==> config.mk <==
export PLATFORM = sky130hd
export DESIGN_NAME = smrc_top
export DESIGN_NICKNAME = d
export VERILOG_FILES = /design/src/verilog/smrc_pkg.sv /design/src/verilog/smrc_top.sv
export VERILOG_INCLUDE_DIRS = /design/src /design/src/verilog
export SDC_FILE = /design/constraint.sdc
export NUM_CORES = 1
export LEC_CHECK = 0
export BUFFER_PORTS_ARGS = -buffer_cell sky130_fd_sc_hd__buf_2
export CAP_MARGIN = 25
export CORE_MARGIN = 1.5
export CORE_UTILIZATION = 41
export DETAILED_ROUTE_END_ITERATION = 10
export GPL_ROUTABILITY_DRIVEN = 1
export PLACE_DENSITY = 0.79
export SYNTH_ARGS = -nofsm -noshare
export SYNTH_HDL_FRONTEND = slang
export SYNTH_SLANG_ARGS = --single-unit
==> constraint.sdc <==
create_clock -name CLK_SYS -period 1.5 [get_ports CLK_SYS]
set_input_delay 0.3 -clock CLK_SYS [delete_from_list [all_inputs] [get_ports CLK_SYS]]
set_output_delay 0.3 -clock CLK_SYS [all_outputs]
set_load 0.02 [all_outputs]
==> src/verilog/smrc_consts.svh <==
`ifndef SMRC_CONSTS_SVH
`define SMRC_CONSTS_SVH

// Byte addresses of the register words
`define SMRC_OFS_CONFIG  16'hFE08
`define SMRC_OFS_STATUS  16'hFE0C
`define SMRC_OFS_EVENT   16'hFE10
`define SMRC_OFS_MASK    16'hFE14

// Configuration word fields
`define SMRC_CFG_PWR_DIS   0
`define SMRC_CFG_RST_DIS   1
`define SMRC_CFG_STOP_EN   2
`define SMRC_CFG_LVL_SEL   3
`define SMRC_CFG_WIDTH     4
`define SMRC_CFG_RESET     4'h0

// Status word: low-supply flag in the top bit
`define SMRC_STAT_FLAG     7
`define SMRC_STAT_RESET    8'h00

// Event and mask fields
`define SMRC_EVT_TRIP      0
`define SMRC_EVT_LOW       1
`define SMRC_EVT_RECOVER   2
`define SMRC_EVT_WIDTH     3
`define SMRC_EVT_RESET     3'h0
`define SMRC_MASK_RESET    3'h0

// Timing
`define SMRC_CLK_PERIOD_NS 10
`define SMRC_SETTLE_NS     30
`define SMRC_SYNC_STAGES   2

`endif

==> src/verilog/smrc_pkg.sv <==
package smrc_pkg;

    // Decoded register selected by an APB address
    typedef enum logic [2:0] {
        SMRC_REG_NONE   = 3'b000,
        SMRC_REG_CONFIG = 3'b001,
        SMRC_REG_STATUS = 3'b010,
        SMRC_REG_EVENT  = 3'b011,
        SMRC_REG_MASK   = 3'b100
    } smrc_reg_t;

endpackage

==> src/verilog/smrc_top.sv <==
`timescale 1ns/1ps
`include "smrc_consts.svh"

module smrc_top #(
    parameter int ADDR_W = 16
) (
    input  wire logic              CLK_SYS,
    input  wire logic              NRST,
    input  wire logic              POR_N,
    input  wire logic              PSEL,
    input  wire logic              PENABLE,
    input  wire logic              PWRITE,
    input  wire logic [ADDR_W-1:0] PADDR,
    input  wire logic [31:0]       PWDATA,
    output logic                   PREADY,
    output logic [31:0]            PRDATA,
    output logic                   PSLVERR,
    input  wire logic              CMP_BELOW_FALL,
    input  wire logic              CMP_ABOVE_RISE,
    input  wire logic              STOP_MODE,
    input  wire logic              WAIT_MODE,
    output logic                   CMP_POWER_DOWN,
    output logic                   CMP_LEVEL_HIGH,
    output logic                   RESET_REQ,
    output logic                   RST_PIN_OUT,
    output logic                   RST_PIN_OE,
    output logic                   IRQ
);

    localparam int SETTLE_CYC =
        (`SMRC_SETTLE_NS + `SMRC_CLK_PERIOD_NS - 1) / `SMRC_CLK_PERIOD_NS;
    localparam int SETTLE_W = $clog2(SETTLE_CYC + 1);

    // Refuse address widths that cannot reach the register words
    if (ADDR_W < 16 || ADDR_W > 32) begin : g_bad_addr_w
        $error("smrc_top: ADDR_W must be 16..32");
    end

    // A settle count of zero would trust the comparator mid-swing
    if (SETTLE_CYC < 1) begin : g_bad_settle
        $error("smrc_top: settle count must be at least one");
    end

    // Address decode, shared by read and write paths
    function automatic smrc_pkg::smrc_reg_t decode(input logic [ADDR_W-1:0] a);
        logic [31:0] wide;
        logic [15:0] lo;
        wide   = 32'(a);
        lo     = wide[15:0];
        decode = smrc_pkg::SMRC_REG_NONE;
        // Upper address bits must be zero; widening avoids a reversed slice
        if (wide[31:16] == 16'h0000) begin
            unique case (lo)
                `SMRC_OFS_CONFIG: decode = smrc_pkg::SMRC_REG_CONFIG;
                `SMRC_OFS_STATUS: decode = smrc_pkg::SMRC_REG_STATUS;
                `SMRC_OFS_EVENT:  decode = smrc_pkg::SMRC_REG_EVENT;
                `SMRC_OFS_MASK:   decode = smrc_pkg::SMRC_REG_MASK;
                default:          decode = smrc_pkg::SMRC_REG_NONE;
            endcase
        end
    endfunction

    logic [`SMRC_CFG_WIDTH-1:0] cfg_q;
    logic                       lvl_sel_q;
    logic                       flag_q;
    logic                       trip_q;
    logic [`SMRC_EVT_WIDTH-1:0] evt_q;
    logic [`SMRC_EVT_WIDTH-1:0] mask_q;
    logic [SETTLE_W-1:0]        settle_q;
    logic                       pready_q;
    logic [31:0]                prdata_q;
    logic                       pslverr_q;
    logic                       irq_q;
    logic                       pd_q;
    logic                       rst_out_q;
    logic [1:0]                 sync1_q;
    logic [1:0]                 sync2_q;

    smrc_pkg::smrc_reg_t sel_reg;
    logic                apb_fire;
    logic                wr_cfg;
    logic                rd_evt;
    logic                active;
    logic                below_s;
    logic                above_s;
    logic                settled;
    logic                raise_lvl;
    logic                trip_set;
    logic                low_set;
    logic [`SMRC_EVT_WIDTH-1:0] evt_hit;

    // Comparator inputs arrive asynchronously; two flops each
    genvar gi;
    generate
        for (gi = 0; gi < 2; gi++) begin : g_sync
            always_ff @(posedge CLK_SYS or negedge NRST) begin
                if (!NRST) begin
                    sync1_q[gi] <= 1'b0;
                    sync2_q[gi] <= 1'b0;
                end else begin
                    sync1_q[gi] <= (gi == 0) ? CMP_BELOW_FALL : CMP_ABOVE_RISE;
                    sync2_q[gi] <= sync1_q[gi];
                end
            end
        end
    endgenerate

    // Only the second stage is read by the logic
    assign below_s = sync2_q[0];
    assign above_s = sync2_q[1];

    // APB request decode; write and read-clear act only at the access edge
    assign sel_reg  = decode(PADDR);
    assign apb_fire = PSEL && PENABLE && pready_q;
    assign wr_cfg   = apb_fire && PWRITE && (sel_reg == smrc_pkg::SMRC_REG_CONFIG);
    assign rd_evt   = apb_fire && !PWRITE && (sel_reg == smrc_pkg::SMRC_REG_EVENT);

    // Active in run and wait mode unless power-disable is set; stop mode also needs stop-enable.
    // WAIT_MODE is deliberately not gated: the monitor keeps running there,
    // so a low supply can still pull the part out of wait by reset.
    assign active = !cfg_q[`SMRC_CFG_PWR_DIS]
                    && (!STOP_MODE || cfg_q[`SMRC_CFG_STOP_EN]);

    // Comparator trust window and the level-raise strobe
    assign settled   = (settle_q == '0);
    assign raise_lvl = wr_cfg && PWDATA[`SMRC_CFG_LVL_SEL] && !lvl_sel_q;

    // Reset request: low supply, or level raised to the higher pair.
    // The new pair is not trusted at once, so a raise trips first while active with reset enabled
    assign trip_set = active && !cfg_q[`SMRC_CFG_RST_DIS]
                      && ((settled && below_s) || raise_lvl);
    assign low_set  = active && settled && below_s && !flag_q;

    // All four configuration bits, level select copy included; power and reset bits clear = enabled
    always_ff @(posedge CLK_SYS or negedge NRST) begin
        if (!NRST) begin
            cfg_q <= `SMRC_CFG_RESET;
        end else if (wr_cfg) begin
            cfg_q <= PWDATA[`SMRC_CFG_WIDTH-1:0];
        end
    end

    // Level select survives system resets, only power-on clears it
    always_ff @(posedge CLK_SYS or negedge POR_N) begin
        if (!POR_N) begin
            lvl_sel_q <= 1'b0;
        end else if (wr_cfg) begin
            lvl_sel_q <= PWDATA[`SMRC_CFG_LVL_SEL];
        end
    end

    // Comparator needs time after a level change; hold results meanwhile
    always_ff @(posedge CLK_SYS or negedge NRST) begin
        if (!NRST) begin
            settle_q <= '0;
        end else if (wr_cfg && (PWDATA[`SMRC_CFG_LVL_SEL] != lvl_sel_q)) begin
            settle_q <= SETTLE_W'(SETTLE_CYC);
        end else if (!settled) begin
            settle_q <= settle_q - 1'b1;
        end
    end

    // Low-supply flag with hysteresis
    always_ff @(posedge CLK_SYS or negedge NRST) begin
        if (!NRST) begin
            flag_q <= 1'b0;
        end else if (active && settled) begin
            if (below_s) begin
                flag_q <= 1'b1;
            end else if (above_s) begin
                flag_q <= 1'b0;
            end
        end
    end

    // Held across the system reset it causes; of the two resets only power-on clears it
    always_ff @(posedge CLK_SYS or negedge POR_N) begin
        if (!POR_N) begin
            trip_q <= 1'b0;
        end else if (trip_set) begin
            trip_q <= 1'b1;
        end else if (!active || (settled && above_s)) begin
            trip_q <= 1'b0;
        end
    end

    // Sticky events; a new event beats a read-clear in the same cycle
    assign evt_hit[`SMRC_EVT_TRIP]    = trip_set && !trip_q;
    assign evt_hit[`SMRC_EVT_LOW]     = low_set;
    assign evt_hit[`SMRC_EVT_RECOVER] = trip_q && !trip_set && active && settled && above_s;

    // Read-clear keeps only what arrives in the same cycle
    always_ff @(posedge CLK_SYS or negedge NRST) begin
        if (!NRST) begin
            evt_q <= `SMRC_EVT_RESET;
        end else if (rd_evt) begin
            evt_q <= evt_hit;
        end else begin
            evt_q <= evt_q | evt_hit;
        end
    end

    // Mask starts closed so nothing interrupts unless software opts in
    always_ff @(posedge CLK_SYS or negedge NRST) begin
        if (!NRST) begin
            mask_q <= `SMRC_MASK_RESET;
        end else if (apb_fire && PWRITE && (sel_reg == smrc_pkg::SMRC_REG_MASK)) begin
            mask_q <= PWDATA[`SMRC_EVT_WIDTH-1:0];
        end
    end

    // Level interrupt, one flop behind the sticky events
    always_ff @(posedge CLK_SYS or negedge NRST) begin
        if (!NRST) begin
            irq_q <= 1'b0;
        end else begin
            irq_q <= |(evt_q & mask_q);
        end
    end

    // No wait state: ready rises for the first access-phase cycle only
    always_ff @(posedge CLK_SYS or negedge NRST) begin
        if (!NRST) begin
            pready_q <= 1'b0;
        end else begin
            pready_q <= PSEL && !PENABLE;
        end
    end

    // Unmapped words answer with an error beside ready, never alone
    always_ff @(posedge CLK_SYS or negedge NRST) begin
        if (!NRST) begin
            pslverr_q <= 1'b0;
        end else if (PSEL && !PENABLE) begin
            pslverr_q <= (sel_reg == smrc_pkg::SMRC_REG_NONE);
        end else begin
            pslverr_q <= 1'b0;
        end
    end

    // Read data set up at the setup edge so it stands while ready is high;
    // zero otherwise, which keeps stale status off the bus
    always_ff @(posedge CLK_SYS or negedge NRST) begin
        if (!NRST) begin
            prdata_q <= 32'h0000_0000;
        end else if (PSEL && !PENABLE && !PWRITE) begin
            unique case (sel_reg)
                smrc_pkg::SMRC_REG_CONFIG: prdata_q <= {28'h000_0000, cfg_q[3], cfg_q[2:0]} |
                                                     {28'h000_0000, lvl_sel_q, 3'b000};
                smrc_pkg::SMRC_REG_STATUS: prdata_q <= {24'h00_0000, flag_q, 7'h00};
                smrc_pkg::SMRC_REG_EVENT:  prdata_q <= {29'h0000_0000, evt_q};
                smrc_pkg::SMRC_REG_MASK:   prdata_q <= {29'h0000_0000, mask_q};
                smrc_pkg::SMRC_REG_NONE:   prdata_q <= 32'h0000_0000;
            endcase
        end else begin
            prdata_q <= 32'h0000_0000;
        end
    end

    // Comparator power follows the active decision, one flop late
    always_ff @(posedge CLK_SYS or negedge NRST) begin
        if (!NRST) begin
            pd_q <= 1'b0;
        end else begin
            pd_q <= !active;
        end
    end

    // Reset pin is open drain: the level stays low, only the enable moves
    always_ff @(posedge CLK_SYS or negedge NRST) begin
        if (!NRST) begin
            rst_out_q <= 1'b0;
        end else begin
            rst_out_q <= 1'b0;
        end
    end

    assign PREADY         = pready_q;
    assign PRDATA         = prdata_q;
    assign PSLVERR        = pslverr_q;
    assign IRQ            = irq_q;
    assign CMP_POWER_DOWN = pd_q;
    assign CMP_LEVEL_HIGH = lvl_sel_q;
    assign RESET_REQ      = trip_q;
    assign RST_PIN_OUT    = rst_out_q;
    assign RST_PIN_OE     = trip_q;

endmodule

==> impl_metrics.toml <==
[detailed_routing]
final_antenna_net_count = 0
drt-total-wl_mm = 2.643
drc = 0
drtIter0Drc = 34
wl_per_cell_um = 11.20
drt-vias-per-instance = 4.492
drt_pass1_iterations = 5
vias = 1060

[setup_path]
slowest_delay_ns = 0.53
crit_slowest_cell = "or4_4"
crit_fanout = 5
crit_path_start_kind = "input port"
crit_required_ns = 1.72
r2r_slack_ns = 0.18
endpoint_kind = "register"
critical_path_class = "in -> reg"
crit_family = "simple AND/OR/NAND/NOR gates"
path_buf_inv = 2
r2r-end = "mask_q[0]"
reg2reg_depth = 3
crit_arrival_ns = 1.73
crit_path_cell_trace = "buf_6 -> or4_4 -> nor4_4 -> buf_4 -> nand4_1 -> a211o_1"
r2r-start = "PREADY"

[synth]
synth_top_area_cell = "dfrtp_1"
syn-cell-area_um2 = 1456
seq_area_frac_synth = 0.4811
synth-seq-cells = 28
avgSynthCellArea_um2 = 10.79
yosysUniqueCellTypes = 35
netlist.area_leader.share = 0.4811
synth.top_cells.by_area = "dfrtp_1 (48%), buf_4 (15%), mux2_2 (6.2%)"
yosys_warnings = 0
netlist_instances = 135

[sta]
min_period_ns = 1.504
finClkSkew_ns = 0.006721
setup_viol_count_final = 1
rsz0062_at_grt = "yes"
slew_viol_final = 0
fin_crit_sh = 1.003
tightestPinTransition_ns = 0.5545
max-slew-margin-rel = 0.6303
fin_tns_setup_ns = -0.004031
finalHoldViolations = 0
setup_ws_ns = -0.004031
max_freq_mhz = 664.9

[clock_tree]
clkTransAtPathRegs_ns = 0.14
root_buffer = "clkbuf_4"
cts_tree = "done"
clockBufferDepth = 2
insertion_delay_ns = 0.32
htree_num_levels = 1
numCtsBuffers = 3
cts.sinks = 28
postCtsSetupRepairBufs = 0

[place]
placed_area_um2 = 1698
gp_congestion = 0.8331
dp_hpwl_mm = 2.187
io_buffers = 40

[finish]
syn2layout_area_growth_pct = 20.88
final_cell_mix = "buf_2 (39), dfrtp_1 (28), conb_1 (28)"
antenna_cells = 0
nNetsFinal = 250
nFillCells = 335
mostFrequentLayoutCell = "buf_2"
drive_above_1_share = 0.3632
fin_area_um2 = 1760

[global_routing]
grtUsageMet1 = 0.1874
grt_pass1_vias = 985
grt_max_degree = 27
top_usage_layer = "met2"
antenna_found_initial = 0
track_usage = 0.1394
use_met3 = 0.02883
grt_pass1_wl_mm = 4.360
overflow = 0
met2_usage = 0.2312

[hold_path]
holdPathEnd = "sync1_q[0]"
whs_path_depth = 1
min_from = "CMP_BELOW_FALL"
hold_class = "in -> reg"

[floorplanning]
dieArea_um2 = 3919
rows = 21
core_area_um2 = 3363
start_util = 0.4330
io_pins = 98
die_w_um = 62.60
die_y_um = 62.60

[status]
outcome = "complete, but fails checks"
violations = "negative setup slack"

[job]
drv_cap = 0

[pwr]
p_per_area_nw_per_um2 = 962.4
p_leak_nw = 0.9368
irDropWorstVdd_mv = 0.6116
[final cells by class]
class	count	area, um2	area share
clock buffer	4	36.28	0.02061
multi-input combinational	96	619.3	0.3518
timing repair buffer	54	316.6	0.1798
inverter	8	30.03	0.01706
sequential	28	700.7	0.3980
tap	46	57.56	0.03269
[flip-flops by register name, summed over array words and instances (netlist names), 2 cells and up]
name and flops:
settle_q 2, sync1_q 2, evt_q 3, mask_q 3, PRDATA 5, cfg_q 4
[synthesized netlist by cell type]
cell type  instances
or4_4              1
inv_1              8
and2_1             1
nor4_1             2
nor4_4             1
o21ai_0            3
and4b_1            1
nor2b_1            2
nand3_1            5
a21bo_2            1
a211o_1            1
conb_1             1
o2bb2ai_1          1
mux2_2             8
nand4b_1           1
xnor2_1            1
nor4bb_1           1
nand2b_1           5
a22o_1             1
buf_4             29
nand4_1            1
clkbuf_1           1
a21oi_1            4
a2bb2oi_1          4
nand2_1            3
and3_1             2
nand3_2            1
dfrtp_1           28
and4_1             2
nor2_1             8
xor2_1             1
ha_1               1
nor3_1             1
a222oi_1           1
a22oi_1            3
[worst max path at each step]
stage / endpoint / cells past startpoint / from
final: evt_q[0] / 6 / PADDR[1]
after global routing: evt_q[0] / 6 / PADDR[1]
after CTS: cfg_q[2] / 6 / PADDR[1]
after detailed placement: cfg_q[2] / 6 / PADDR[1]
after global placement: cfg_q[0] / 6 / PADDR[1]
after floorplan: mask_q[0] / 4 / PADDR[1]
[metrics by stage]
stage / power (mW) / worst slack (ns) / cells / hold slack [ns] / util
after floorplan: 1.238 / -0.3253 / 162 / 0.004409 / -
after global placement: 1.329 / -0.3472 / 230 / 0.09853 / 0.5048
after detailed placement: 1.345 / -0.3669 / 230 / 0.09829 / 0.5048
after CTS: 1.708 / -0.01140 / 236 / 0.06033 / 0.5234
after global routing: 1.804 / -0.06200 / 236 / 0.04652 / 0.5234
final: 1.694 / -0.004031 / 236 / 0.07338 / 0.5234
[per-layer routing]
layer	share of wire	vias to the layer above
met1	0.45	488
met2	0.47	49
met4	0	0
li1	-	523
met3	0.073	0
met5	0	-
[cells by family after synthesis]
| group | Yosys count | share of synthesized area |
|---|---|---|
| AND/OR/NAND/NOR | 38 | 0.1658 |
| buffers and inverters | 38 | 0.1727 |
| flip-flops | 28 | 0.4811 |
| AO/OA/AOI/OAI | 19 | 0.09536 |
| multiplexers | 8 | 0.06186 |
| XOR/XNOR | 2 | 0.01203 |
| adder cells (fa/ha/maj) | 1 | 0.008590 |
| other | 1 | 0.002575 |
[repair_timing]
action,CTS,global route
endpoints found under the hold margin,28,0
pin swaps,0,0
setup endpoints to repair,5,6
hold buffers,2,0
resized for setup,1,0
[report_power, final]
| group | switching (mW) | internal, mW |
|---|---|---|
| logic | 0.267 | 0.199 |
| clock network | 0.213 | 0.148 |
| registers | 0.0439 | 0.823 |
Note: power is estimated with default switching activity, not from simulation.
